`src/logic/timer8_pkg.sv`:
```
// shared constants and types for the 8-bit timer waveform block
// assumes an AHB-Lite master with word-aligned single transfers
package timer8_pkg;
  // register byte offsets
  localparam logic [7:0] OFS_CTRL_A   = 8'h30;
  localparam logic [7:0] OFS_CTRL_B   = 8'h33;
  localparam logic [7:0] OFS_COUNT    = 8'h34;
  localparam logic [7:0] OFS_CMP_A    = 8'h38;
  localparam logic [7:0] OFS_CMP_B    = 8'h3c;
  localparam logic [7:0] OFS_FLAGS    = 8'h40;
  localparam logic [7:0] OFS_PORT     = 8'h44;
  // field positions
  localparam int POS_MODE_A   = 6;
  localparam int POS_MODE_B   = 4;
  localparam int POS_TOP_BIT  = 3;
  localparam int POS_TICK_EN  = 0;
  localparam int POS_OVF      = 0;
  localparam int POS_FLAG_A   = 1;
  localparam int POS_FLAG_B   = 2;
  localparam int POS_DIR_A    = 0;
  localparam int POS_DIR_B    = 1;
  localparam logic [7:0] CTRL_A_MASK = 8'hf3;
  localparam logic [7:0] CTRL_B_MASK = 8'h09;
  localparam logic [7:0] RESET_VAL   = 8'h00;
  localparam logic [7:0] MAX_VAL     = 8'hff;
  localparam logic [7:0] BOTTOM_VAL  = 8'h00;
  localparam logic [3:0] TICK_DIV    = 4'h8;
  localparam logic [1:0] HTRANS_NONSEQ = 2'h2;

  typedef enum logic [2:0] {
    WM_NORMAL   = 3'h0,
    WM_PC_FF    = 3'h1,
    WM_CTC      = 3'h2,
    WM_FAST_FF  = 3'h3,
    WM_RSV4     = 3'h4,
    WM_PC_CMP   = 3'h5,
    WM_RSV6     = 3'h6,
    WM_FAST_CMP = 3'h7
  } wave_mode_t;

  typedef struct packed {
    logic [1:0] out_mode;
    logic       top_bit;
    logic       is_chan_a;
    logic       fast;
    logic       phase;
    logic       match;
    logic       at_top;
    logic       at_bottom;
    logic       up;
    logic       cmp_is_top;
    logic       tick;
  } wave_ctl_t;
endpackage : timer8_pkg

```
`src/logic/wave_channel.sv`:
```
// one compare output waveform generator
// assumes strobes come from the counter on the same clock
`timescale 1ns/1ps
`default_nettype none
module wave_channel
  import timer8_pkg::*;
(
  // clock and reset
  input  wire logic      hclk,
  input  wire logic      hresetn,
  // control from the counter
  input  wire wave_ctl_t ctl,
  // waveform
  output logic           wave_r
);
  logic wave_nxt;

  always_comb begin
    wave_nxt = wave_r;
    if (ctl.tick) begin
      if (ctl.fast) begin
        if (ctl.match && !(ctl.cmp_is_top && ctl.out_mode[1])) begin
          unique case (ctl.out_mode)
            2'h1: if (ctl.is_chan_a && ctl.top_bit) wave_nxt = ~wave_r;
            2'h2: wave_nxt = 1'b0;
            2'h3: wave_nxt = 1'b1;
            default: wave_nxt = wave_r;
          endcase
        end else if (ctl.at_bottom && ctl.out_mode[1]) begin
          wave_nxt = ~ctl.out_mode[0];
        end
      end else if (ctl.phase) begin
        if (ctl.cmp_is_top && ctl.out_mode[1]) begin
          // action at top instead
          // non-inverting sits high, like a down-count match
          if (ctl.at_top) wave_nxt = ~ctl.out_mode[0];
        end else if (ctl.match) begin
          unique case (ctl.out_mode)
            2'h1: if (ctl.is_chan_a && ctl.top_bit) wave_nxt = ~wave_r;
            2'h2: wave_nxt = ~ctl.up;
            2'h3: wave_nxt = ctl.up;
            default: wave_nxt = wave_r;
          endcase
        end
      end else if (ctl.match) begin
        unique case (ctl.out_mode)
          2'h1: wave_nxt = ~wave_r;
          2'h2: wave_nxt = 1'b0;
          2'h3: wave_nxt = 1'b1;
          default: wave_nxt = wave_r;
        endcase
      end
    end
  end

  always_ff @(posedge hclk or negedge hresetn) begin
    if (!hresetn) wave_r <= 1'b0;
    else wave_r <= wave_nxt;
  end

  AST_NONPWM_SET: assert property (@(posedge hclk) disable iff (!hresetn)
    (ctl.tick && ctl.match && !ctl.fast && !ctl.phase &&
     ctl.out_mode == 2'h3) |=> wave_r)
    else $error("set on match failed");
  // clear on match in fast pwm
  AST_FAST_CLR: assert property (@(posedge hclk) disable iff (!hresetn)
    (ctl.tick && ctl.match && ctl.fast && !ctl.cmp_is_top &&
     ctl.out_mode == 2'h2) |=> !wave_r)
    else $error("fast clear on match failed");
  AST_PC_UP_CLR: assert property (@(posedge hclk) disable iff (!hresetn)
    (ctl.tick && ctl.match && ctl.phase && ctl.up && !ctl.cmp_is_top &&
     ctl.out_mode == 2'h2) |=> !wave_r)
    else $error("phase up clear failed");
  AST_PC_TOP: assert property (@(posedge hclk) disable iff (!hresetn)
    (ctl.tick && ctl.phase && ctl.cmp_is_top && ctl.at_top &&
     ctl.out_mode == 2'h3) |=> !wave_r)
    else $error("phase top action failed");
endmodule : wave_channel
`default_nettype wire

```
`src/logic/timer8_wave.sv`:
```
// 8-bit timer with waveform modes and two compare outputs
// assumes one ahb-lite master; pins resolved by the port logic outside
//
// Overview of operation
// - synchronous; tick enable gates counting
// - channel a drives pin when mode nonzero
// - non-pwm a: off, toggle, clear, set
// - fast pwm a: match and bottom actions
// - fast pwm ignores match at top, except the toggle on a
// - phase pwm a: slope dependent actions
// - phase pwm top match acts at top
// - channel b drives pin when mode nonzero
// - non-pwm b: off, toggle, clear, set
// - fast pwm b: 01 reserved, others
// - phase pwm b: 01 reserved, slopes
// - control a bits 3:2 read zero
// - mode code selects counting sequence
// - top is ff or compare a
// - compare update immediate, top, bottom
// - overflow flag point per mode
// - match flags and ctc clear
// - max ff, bottom zero fixed
// - top mode bit in control b
//
// Our own choice: register access over AHB-Lite.
`timescale 1ns/1ps
`default_nettype none
module timer8_wave
  import timer8_pkg::*;
(
  // clock and reset
  input  wire logic        hclk,
  input  wire logic        hresetn,
  // ahb-lite slave
  input  wire logic        hsel,
  input  wire logic [31:0] haddr,
  input  wire logic [1:0]  htrans,
  input  wire logic        hwrite,
  input  wire logic [2:0]  hsize,
  input  wire logic [31:0] hwdata,
  input  wire logic        hready,
  output logic [31:0]      hrdata,
  output logic             hreadyout,
  output logic             hresp,
  // pins
  input  wire logic        port_a_data,
  input  wire logic        port_b_data,
  output logic             pin_a_out,
  output logic             pin_a_oe_n,
  output logic             pin_b_out,
  output logic             pin_b_oe_n
);
  logic [7:0] ctrl_a_r, ctrl_a_nxt, ctrl_b_r, ctrl_b_nxt;
  logic [7:0] cnt_r, cnt_nxt, cmp_a_r, cmp_a_nxt, cmp_b_r, cmp_b_nxt;
  logic [7:0] buf_a_r, buf_a_nxt, buf_b_r, buf_b_nxt;
  logic [2:0] flags_r, flags_nxt;
  logic [1:0] dir_r, dir_nxt;
  logic       down_r, down_nxt, cnt_wr_r, cnt_wr_nxt;
  logic [3:0] div_r, div_nxt;
  logic       wr_pend_r, wr_pend_nxt;
  logic [7:0] wr_ofs_r, wr_ofs_nxt;
  logic [7:0] rdata_r, rdata_nxt;
  logic       tick, addr_ok;
  logic [7:0] top, wdat;
  logic       fast, phase, ctc_like, imm_upd;
  logic       at_top, at_max, at_bottom, m_a, m_b, ovf_ev, flag_clr;
  wave_mode_t mode;
  wave_ctl_t  ctl_a, ctl_b;
  logic       wave_a, wave_b;

  assign mode  = wave_mode_t'({ctrl_b_r[POS_TOP_BIT], ctrl_a_r[1:0]});
  assign fast  = (mode == WM_FAST_FF) || (mode == WM_FAST_CMP);
  assign phase = (mode == WM_PC_FF) || (mode == WM_PC_CMP);
  assign top = (mode == WM_CTC || mode == WM_PC_CMP || mode == WM_FAST_CMP)
               ? cmp_a_r : MAX_VAL;
  assign ctc_like = (mode == WM_CTC) || (mode == WM_FAST_CMP);
  assign at_max    = cnt_r == MAX_VAL;
  assign at_bottom = cnt_r == BOTTOM_VAL;
  assign at_top    = cnt_r == top;
  assign imm_upd = (mode == WM_NORMAL) || (mode == WM_CTC);
  // write to the counter blocks the next match
  assign m_a = (cnt_r == cmp_a_r) && !cnt_wr_r;
  assign m_b = (cnt_r == cmp_b_r) && !cnt_wr_r;

  always_comb begin
    div_nxt = div_r;
    tick    = 1'b0;
    if (ctrl_b_r[POS_TICK_EN]) begin
      if (div_r == TICK_DIV - 4'h1) begin
        div_nxt = 4'h0;
        tick    = 1'b1;
      end else begin
        div_nxt = div_r + 4'h1;
      end
    end
  end

  always_comb begin
    unique case (mode)
      WM_PC_FF, WM_PC_CMP: ovf_ev = at_bottom && down_r;
      WM_FAST_CMP:         ovf_ev = at_top;
      default:             ovf_ev = at_max;
    endcase
  end

  assign addr_ok = (wr_ofs_r == OFS_CTRL_A) || (wr_ofs_r == OFS_CTRL_B) ||
                   (wr_ofs_r == OFS_COUNT) || (wr_ofs_r == OFS_CMP_A) ||
                   (wr_ofs_r == OFS_CMP_B) || (wr_ofs_r == OFS_FLAGS) ||
                   (wr_ofs_r == OFS_PORT);
  assign wdat = hwdata[7:0];
  assign flag_clr = wr_pend_r && (wr_ofs_r == OFS_FLAGS);

  always_comb begin
    ctrl_a_nxt = ctrl_a_r;
    ctrl_b_nxt = ctrl_b_r;
    cnt_nxt    = cnt_r;
    cmp_a_nxt  = cmp_a_r;
    cmp_b_nxt  = cmp_b_r;
    buf_a_nxt  = buf_a_r;
    buf_b_nxt  = buf_b_r;
    flags_nxt  = flags_r;
    dir_nxt    = dir_r;
    down_nxt   = down_r;
    cnt_wr_nxt = cnt_wr_r;
    if (tick) begin
      cnt_wr_nxt = 1'b0;
      if (phase) begin
        if (at_top) begin
          down_nxt = 1'b1;
          cnt_nxt  = cnt_r - 8'h1;
        end else if (at_bottom) begin
          down_nxt = 1'b0;
          cnt_nxt  = cnt_r + 8'h1;
        end else begin
          cnt_nxt = down_r ? cnt_r - 8'h1 : cnt_r + 8'h1;
        end
      end else if (ctc_like && m_a) begin
        cnt_nxt = BOTTOM_VAL;
      end else if (fast && at_top) begin
        cnt_nxt = BOTTOM_VAL;
      end else begin
        cnt_nxt = cnt_r + 8'h1;
      end
      if ((phase && at_top) || (fast && cnt_nxt == BOTTOM_VAL)) begin
        cmp_a_nxt = buf_a_r;
        cmp_b_nxt = buf_b_r;
      end
    end
    // software clears by writing one, events set afterwards win
    if (flag_clr) flags_nxt = flags_r & ~wdat[2:0];
    if (tick) begin
      if (ovf_ev) flags_nxt[POS_OVF] = 1'b1;
      if (m_a) flags_nxt[POS_FLAG_A] = 1'b1;
      if (m_b) flags_nxt[POS_FLAG_B] = 1'b1;
    end
    if (wr_pend_r && addr_ok) begin
      unique case (wr_ofs_r)
        OFS_CTRL_A: ctrl_a_nxt = wdat & CTRL_A_MASK;
        OFS_CTRL_B: ctrl_b_nxt = wdat & CTRL_B_MASK;
        OFS_COUNT: begin
          cnt_nxt    = wdat;
          cnt_wr_nxt = 1'b1;
        end
        OFS_CMP_A: begin
          buf_a_nxt = wdat;
          if (imm_upd) cmp_a_nxt = wdat;
        end
        OFS_CMP_B: begin
          buf_b_nxt = wdat;
          if (imm_upd) cmp_b_nxt = wdat;
        end
        OFS_PORT: dir_nxt = wdat[1:0];
        default: ;
      endcase
    end
  end

  // ahb-lite: zero wait states, writes land in the data phase
  always_comb begin
    wr_pend_nxt = 1'b0;
    wr_ofs_nxt  = wr_ofs_r;
    rdata_nxt   = rdata_r;
    if (hsel && hready && htrans == HTRANS_NONSEQ) begin
      wr_ofs_nxt  = haddr[7:0];
      wr_pend_nxt = hwrite;
      unique case (haddr[7:0])
        OFS_CTRL_A: rdata_nxt = ctrl_a_r & CTRL_A_MASK;
        OFS_CTRL_B: rdata_nxt = ctrl_b_r;
        OFS_COUNT:  rdata_nxt = cnt_r;
        OFS_CMP_A:  rdata_nxt = imm_upd ? cmp_a_r : buf_a_r;
        OFS_CMP_B:  rdata_nxt = imm_upd ? cmp_b_r : buf_b_r;
        OFS_FLAGS:  rdata_nxt = {5'h00, flags_r};
        OFS_PORT:   rdata_nxt = {6'h00, dir_r};
        default:    rdata_nxt = RESET_VAL;
      endcase
    end
  end

  always_ff @(posedge hclk or negedge hresetn) begin
    if (!hresetn) begin
      ctrl_a_r  <= RESET_VAL;
      ctrl_b_r  <= RESET_VAL;
      cnt_r     <= RESET_VAL;
      cmp_a_r   <= RESET_VAL;
      cmp_b_r   <= RESET_VAL;
      buf_a_r   <= RESET_VAL;
      buf_b_r   <= RESET_VAL;
      flags_r   <= 3'h0;
      dir_r     <= 2'h0;
      down_r    <= 1'b0;
      cnt_wr_r  <= 1'b0;
      div_r     <= 4'h0;
      wr_pend_r <= 1'b0;
      wr_ofs_r  <= RESET_VAL;
      rdata_r   <= RESET_VAL;
    end else begin
      ctrl_a_r  <= ctrl_a_nxt;
      ctrl_b_r  <= ctrl_b_nxt;
      cnt_r     <= cnt_nxt;
      cmp_a_r   <= cmp_a_nxt;
      cmp_b_r   <= cmp_b_nxt;
      buf_a_r   <= buf_a_nxt;
      buf_b_r   <= buf_b_nxt;
      flags_r   <= flags_nxt;
      dir_r     <= dir_nxt;
      down_r    <= down_nxt;
      cnt_wr_r  <= cnt_wr_nxt;
      div_r     <= div_nxt;
      wr_pend_r <= wr_pend_nxt;
      wr_ofs_r  <= wr_ofs_nxt;
      rdata_r   <= rdata_nxt;
    end
  end

  assign hrdata    = {24'h000000, rdata_r};
  assign hreadyout = 1'b1;
  assign hresp     = 1'b0;

  always_comb begin
    ctl_a = '0;
    ctl_a.out_mode   = ctrl_a_r[POS_MODE_A +: 2];
    ctl_a.top_bit    = ctrl_b_r[POS_TOP_BIT];
    ctl_a.is_chan_a  = 1'b1;
    ctl_a.fast       = fast;
    ctl_a.phase      = phase;
    ctl_a.match      = m_a;
    ctl_a.at_top     = at_top;
    // bottom action lands on the tick the counter wraps to zero
    ctl_a.at_bottom  = at_top || at_max;
    ctl_a.up         = !down_r;
    ctl_a.cmp_is_top = cmp_a_r == top;
    ctl_a.tick       = tick;
    ctl_b = ctl_a;
    ctl_b.out_mode   = ctrl_a_r[POS_MODE_B +: 2];
    ctl_b.is_chan_a  = 1'b0;
    ctl_b.match      = m_b;
    ctl_b.cmp_is_top = cmp_b_r == top;
  end

  wave_channel u_chan_a (
    .hclk    (hclk),
    .hresetn (hresetn),
    .ctl     (ctl_a),
    .wave_r  (wave_a)
  );
  wave_channel u_chan_b (
    .hclk    (hclk),
    .hresetn (hresetn),
    .ctl     (ctl_b),
    .wave_r  (wave_b)
  );

  assign pin_a_out  = (ctrl_a_r[POS_MODE_A +: 2] != 2'h0) ? wave_a
                                                          : port_a_data;
  assign pin_b_out  = (ctrl_a_r[POS_MODE_B +: 2] != 2'h0) ? wave_b
                                                          : port_b_data;
  assign pin_a_oe_n = !dir_r[POS_DIR_A];
  assign pin_b_oe_n = !dir_r[POS_DIR_B];

  AST_CTC_CLEAR: assert property (@(posedge hclk) disable iff (!hresetn)
    (tick && ctc_like && m_a && !wr_pend_r) |=> cnt_r == BOTTOM_VAL)
    else $error("counter not cleared on match");
  AST_HOLD: assert property (@(posedge hclk) disable iff (!hresetn)
    (!tick && !wr_pend_r) |=> $stable(cnt_r))
    else $error("counter moved without tick");
  AST_OVF: assert property (@(posedge hclk) disable iff (!hresetn)
    (tick && mode == WM_NORMAL && at_max) |=> flags_r[POS_OVF])
    else $error("overflow flag missing");
  AST_RSV: assert property (@(posedge hclk) disable iff (!hresetn)
    ctrl_a_r[3:2] == 2'h0)
    else $error("reserved bits set");
  AST_PIN_A: assert property (@(posedge hclk) disable iff (!hresetn)
    (ctrl_a_r[7:6] != 2'h0) |-> pin_a_out == wave_a)
    else $error("pin a not overridden");
  // fast pwm holds compare mid period
  AST_BUF: assert property (@(posedge hclk) disable iff (!hresetn)
    (fast && tick && !at_top && !at_max && !(ctc_like && m_a) &&
     !wr_pend_r)
    |=> $stable(cmp_a_r))
    else $error("compare updated mid period");
  COV_CTC: cover property (@(posedge hclk) tick && mode == WM_CTC && m_a);
  COV_FAST: cover property (@(posedge hclk) tick && fast && at_top);
  COV_PC: cover property (@(posedge hclk) tick && phase && at_bottom);
endmodule : timer8_wave
`default_nettype wire

```
`config.mk`:
```
export PLATFORM = sky130hd
export DESIGN_NAME = timer8_wave
export DESIGN_NICKNAME = d
export VERILOG_FILES = /design/src/logic/timer8_pkg.sv /design/src/logic/wave_channel.sv /design/src/logic/timer8_wave.sv
export SDC_FILE = /design/constraint.sdc
export NUM_CORES = 1
export LEC_CHECK = 0
export ABC_AREA = 1
export BUFFER_PORTS_ARGS = -buffer_cell sky130_fd_sc_hd__buf_2
export CAP_MARGIN = 20
export CORE_MARGIN = 1.5
export CORE_UTILIZATION = 50
export CTS_CLUSTER_SIZE = 16
export DETAILED_ROUTE_END_ITERATION = 10
export GPL_ROUTABILITY_DRIVEN = 0
export PLACE_DENSITY = 0.76
export SLEW_MARGIN = 20
export SYNTH_ARGS = -nofsm -noshare
export SYNTH_HDL_FRONTEND = slang
export SYNTH_SLANG_ARGS = --single-unit
```
`constraint.sdc`:
```
create_clock -name hclk -period 2.7 [get_ports hclk]
set_input_delay 0.405 -clock hclk [delete_from_list [all_inputs] [get_ports hclk]]
set_output_delay 0.405 -clock hclk [all_outputs]
set_load 0.02 [all_outputs]
```
==> qor.txt, run 1 <==
number of I/O port buffers: 36
ranking of synthesized cells by area: dfrtp_1 34%, nand2_1 16%, o21ai_0 7.7%, inv_1 6.7%, nand3_1 6.3%
measured slew at the worst slew-check pin: 0.655 ns
Final setup viols: 0
CTS Buf Count: 9
Initial Util: 0.522
die area: 12200 um^2
fmax: 384 MHz
Final Critical Period: 2.61 ns
total I/O pin count: 114
WHS: 0.259 ns
Top Family by Delay on Critical Path: simple AND/OR/NAND/NOR gates
overall via count from detail_route: 6038
synthesized cell area: 5750 um^2
Iter 0 DRT Violations: 558
Clk network pwr share: 0.286
Post-Place Worst Slack: 0.0974 ns
Setup TNS: 0 ns
Mean Syn Cell Area: 6.84 um^2
max-cap violations: 0
worst skew pair latency: 0.35 ns
crit-path cells: nand2_4 > nand2_8 > nand2_2 > nand2_1 > nand2_1 > nand2_4 > nor2_8 > nand2_2 > o21ai_1 > nand3_1 > nand3_1 > nand2_2 > o21ai_4 > buf_12 > nand2_1 > nand3_1 > o21ai_1
top cell type's share of synthesized area: 0.339
GR Overflow Total: 0
clk buf depth: 2
Cell variety after synth: 46
Pre-Repair DR Iteration Count: 6
Max Slew Vio Count: 0
first-pass GRT wire length: 27200 um
Comb pwr share: 0.402
share of layout cells above drive strength 1: 0.162
Clock transition at path regs: 0.06 ns
Post-synth EDFFs: 0
CP max-delay cell: dfrtp_2
pwr/cell area: 673 nW/um^2
Setup WS post-layout: 0.0949 ns
startpoint types: flop
post-synthesis cell count: 841
remaining antenna violation count: 0
Synth Flop Type: dfrtp_1
total power: 4550 uW
Antenna Cells: 0
RSZ-0062 raised after global routing: true
Avg Vias per Cell: 5.67
Switching Fraction: 0.396
status: finished clean
H-tree Lvls: 3
CTS tree: done
largest net degree at the start of global routing: 73
Total GRT Usage: 0.297
vias in the first global route: 5348
drt total wl: 17500 um
final hold vios: 0
initial antenna violation count: 0
asr flop ratio synth: 1.00
top cells by count, synth: 243 x nand2_1, 102 x inv_1, 89 x o21ai_0
Synth Warn #: 0
cell type with the largest total area after synthesis: dfrtp_1
#FFs+latches synth: 78
clk root buf: clkbuf_16
Worst Path Required: 2.93 ns
chip width: 110 um
FP Rows: 38
power share of the sequential group: 0.312
critical path class: reg -> reg
HP Class: in -> reg
most common cell in the synthesized netlist: nand2_1
leakage power total: 0.00370 uW
Slew Limit Headroom: 0.558
drt drc: 0
die height: 110 um
area added between synthesis and finish: 17.5%
P_sw: 1800 uW
clock skew: 0.00681 ns
maximum vdd ir drop: 0.457 mV
hpwl dp: 12500 um
arrival time worst endpoint: 2.84 ns
final core occ: 0.613
crit share post-route: 0.965
Core ar.: 11000 um^2
critical path endpoint category: flop
CTS Sinks: 78
Critical path buffers and inverters: 1
Final Net Count: 1005
post-synthesis sequential area ratio: 0.339
crit path max fanout: 16
WL per Instance: 16.4 um
Internal: 2750 uW
max incr delay on CP: 0.47 ns
[cells in the final DEF (no fill, tap or decap), drive strengths merged, types with 12 or more instances in the layout]
cell | netlist | layout
buf | 32 | 88
o22ai | 12 | 12
nand3 | 77 | 78
dfrtp | 78 | 78
nor3 | 14 | 14
a21oi | 23 | 23
xor2 | 15 | 15
conb | 2 | 26
nor2 | 54 | 56
inv | 104 | 105
nand2 | 257 | 260
o21ai | 93 | 93
[metal layers]
metal / part of all wire / wire [um] / vias up / track usage
met5: 0 / 0 / - / 0
met3: 0.093 / 1630 / 73 / 0.0476
met4: 0.036 / 636 / 0 / 0.105
li1: - / - / 2867 / -
met1: 0.43 / 7440 / 2768 / 0.414
met2: 0.45 / 7790 / 330 / 0.466
[power by group through the flow]
stage / combinational [uW] / clock [uW] / sequential (uW)
floorplan: 1230 / 0 / 1350
global placement: 1650 / 0 / 1430
detailed placement: 1670 / 0 / 1430
CTS: 1690 / 1300 / 1410
global route: 2010 / 1340 / 1430
finish: 1830 / 1300 / 1420
[path summary, 6_finish.rpt]
kind,from,end,slack (ns),depth (start not counted)
setup / recovery,ctrl_a_r[0],cmp_b_r[7],0.09,17
hold / removal,hwrite,wr_pend_r,0.26,3
setup reg to reg,ctrl_a_r[0],cmp_b_r[7],0.09,17
hold reg to reg,rdata_r[2],rdata_r[2],0.48,2
max in group asynchronous,hresetn,buf_b_r[4],1.69,3
min in group asynchronous,hresetn,div_r[2],0.41,2
[flip-flops by register name, summed over array words and instances, names as in the netlist, 3 cells and up]
signal and cells:
buf_a_r 8, buf_b_r 8, cmp_a_r 8, cmp_b_r 8
cnt_r 8, rdata_r 8, wr_ofs_r 8, ctrl_a_r 6
div_r 4, flags_r 3
[what timing repair did]
| action | in CTS | in global routing |
|---|---|---|
| gates resized for setup | 0 | 16 |
| hold endpoints to repair | 6 | 0 |
| endpoints found under the setup margin | 0 | 16 |
| hold buffers | 1 | 0 |
| buffers inserted | 0 | 4 |
[metrics by stage]
stage	instance area, um^2	instances
floorplan	5840	865
global route	6760	1064
finish	6760	1064
CTS	6600	1054
detailed placement	6270	1037
global placement	6270	1037
[cell families after synthesis]
group	Yosys count	share of synthesized area
AOI/OAI and AO/OA	153	0.151
xor gates and xnor gates	17	0.0259
adders and majority gates	10	0.0217
buffers and inverters	159	0.126
DFF	78	0.339
other	2	0.00131
and+or+nand+nor	422	0.334
[area by class of cell]
cell class,instances,area [um^2]
Clock buffer,11,253
Multi-Input combinational cell,634,3290
Timing Repair Buffer,89,621
Fill cell,1016,4270
Tap cell,140,175
Inverter,107,402
Clock inverter,5,65.1
Sequential cell,78,1950
[worst min-delay path, cell delays in order]
cell,delay (ns)
buf_2,0.09
inv_1,0.04
nor2_1,0.04
Note: power is estimated with default switching activity, not from simulation.
==> run 2, diff against run 1 <==
- ABC_AREA: 1 -> not set
- BUFFER_PORTS_ARGS: -buffer_cell sky130_fd_sc_hd__buf_2 -> -buffer_cell sky130_fd_sc_hd__clkbuf_2
- PLACE_DENSITY: 0.76 -> 0.73
- clock period: 2.7 -> 2.62 ns (I/O delays scaled with it)
==> qor.txt, run 2 <==
status: finished, violations left
failing checks: negative setup slack
initial antenna violation count: 0
Total GRT Usage: 0.278
Worst Path Required: 2.87 ns
top cells by count, synth: 78 x dfrtp_1, 51 x inv_1, 51 x nand2_1
most common cell in the synthesized netlist: dfrtp_1
Core ar.: 11500 um^2
Setup TNS: -0.251 ns
Initial Util: 0.514
die area: 12400 um^2
RSZ-0062 raised after global routing: true
die height: 112 um
drt total wl: 17800 um
clk buf depth: 2
startpoint types: flop
drt drc: 0
CTS Sinks: 78
total I/O pin count: 114
Final setup viols: 16
critical path class: reg -> reg
WHS: 0.0379 ns
Cell variety after synth: 82
overall via count from detail_route: 5643
total power: 3070 uW
first-pass GRT wire length: 27200 um
HP Class: in -> async
Clock transition at path regs: 0.07 ns
clock skew: 0.00859 ns
H-tree Lvls: 3
area added between synthesis and finish: 24.2%
Fill cells: 888
worst skew pair latency: 0.35 ns
ranking of synthesized cells by area: dfrtp_1 33%, mux2_2 6.7%, a221oi_2 4.1%, buf_4 3.7%, inv_1 3.2%
WL per Instance: 20.0 um
arrival time worst endpoint: 2.90 ns
GR Overflow Total: 0
final core occ: 0.638
FP Rows: 39
leading cell type in the layout, fill and taps excluded: buf_4
Avg Vias per Cell: 6.34
Synth Flop Type: dfrtp_1
final instance area: 7320 um^2
Synth Warn #: 0
Post-synth EDFFs: 0
final hold vios: 0
remaining antenna violation count: 0
CTS Buf Count: 9
Mean Syn Cell Area: 9.25 um^2
post-synthesis sequential area ratio: 0.331
pwr/cell area: 419 nW/um^2
number of I/O port buffers: 36
register area: 1960 um^2
fmax: 376 MHz
leakage power total: 0.00319 uW
Final Critical Period: 2.66 ns
CTS tree: done
hpwl dp: 12100 um
Slew Limit Headroom: 0.491
Multi-input gate area: 3640 um^2
#FFs+latches synth: 78
crit share post-route: 1.01
largest net degree at the start of global routing: 79
Antenna Cells: 0
measured slew at the worst slew-check pin: 0.763 ns
maximum vdd ir drop: 0.352 mV
Final Net Count: 828
chip width: 112 um
most frequent cells in the layout: 84 x buf_4, 70 x dfrtp_1, 51 x nand2_1, 51 x inv_1, 45 x nor2_1
synthesized cell area: 5890 um^2
post-synthesis cell count: 637
clk root buf: clkbuf_16
asr flop ratio synth: 1.00
vias in the first global route: 5211
share of layout cells above drive strength 1: 0.371
critical path endpoint category: flop
placed inst area: 6520 um^2
top cell type's share of synthesized area: 0.331
Pre-Repair DR Iteration Count: 5
Setup WS post-layout: -0.0371 ns
max-cap violations: 0
Max Slew Vio Count: 0
cell type with the largest total area after synthesis: dfrtp_1
Iter 0 DRT Violations: 601
crit path max fanout: 8
run 2: critical path, cell delays in order (launching register included):
cell and delay, ns:
dfrtp_2 0.46, xor2_2 0.21, o31ai_2 0.30, a32o_2 0.27, buf_12 0.13, nand4_4 0.15, nor3_2 0.23, o21ai_2 0.11
buf_4 0.16, o211a_4 0.29, a221oi_2 0.25
run 2: worst paths after layout:
kind,start,to,slack [ns],cells after the start
setup reg to reg,cnt_r[6],cmp_b_r[2],-0.04,10
max in group asynchronous,hresetn,ctrl_a_r[0],1.95,1
hold / removal,hresetn,div_r[2],0.04,1
hold reg to reg,rdata_r[6],rdata_r[6],0.48,2
min in group hclk,hwrite,wr_pend_r,0.23,3
setup / recovery,cnt_r[6],cmp_b_r[2],-0.04,10
run 2: report_power, final:
group	internal [uW]	leakage (uW)	switching, uW
logic	214	0.00212	286
registers	1270	0.000933	85.1
clock network	653	0.000134	562
run 2: cells by family after synthesis:
logic type	after synthesis	share of synthesized area
fa+ha+maj	10	0.0212
other cells	2	0.00127
mux	51	0.109
simple gates	206	0.193
flops	78	0.331
xor+xnor	27	0.0401
buf+inv	118	0.0991
compound gates	145	0.205
run 2: metal layers:
layer  GRT usage  part of all wire
met3      0.0332             0.081
met5           0                 0
met2       0.450              0.48
met4       0.140             0.042
met1       0.371              0.39
run 2: final cells by class:
cell class	count	area share
multi-input combinational	466	0.497
sequential	78	0.268
timing repair buffer	136	0.145
clock buffer	9	0.0308
inverter	51	0.0262
tap	143	0.0244
clock inverter	7	0.00786
run 2: what timing repair did:
item / in CTS / in global routing
gates cloned: 1 / 1
buffers inserted: 11 / 13
resized for setup: 9 / 51
pin swaps: 16 / 31
hold buffers: 0 / 0
setup endpoints to repair: 23 / 23
run 2: stage by stage:
stage	cells	setup slack (ns)
detailed placement	848	-0.257
floorplan	661	0.120
global placement	848	-0.148
finish	890	-0.0371
global route	890	-0.180
CTS	876	-0.00648
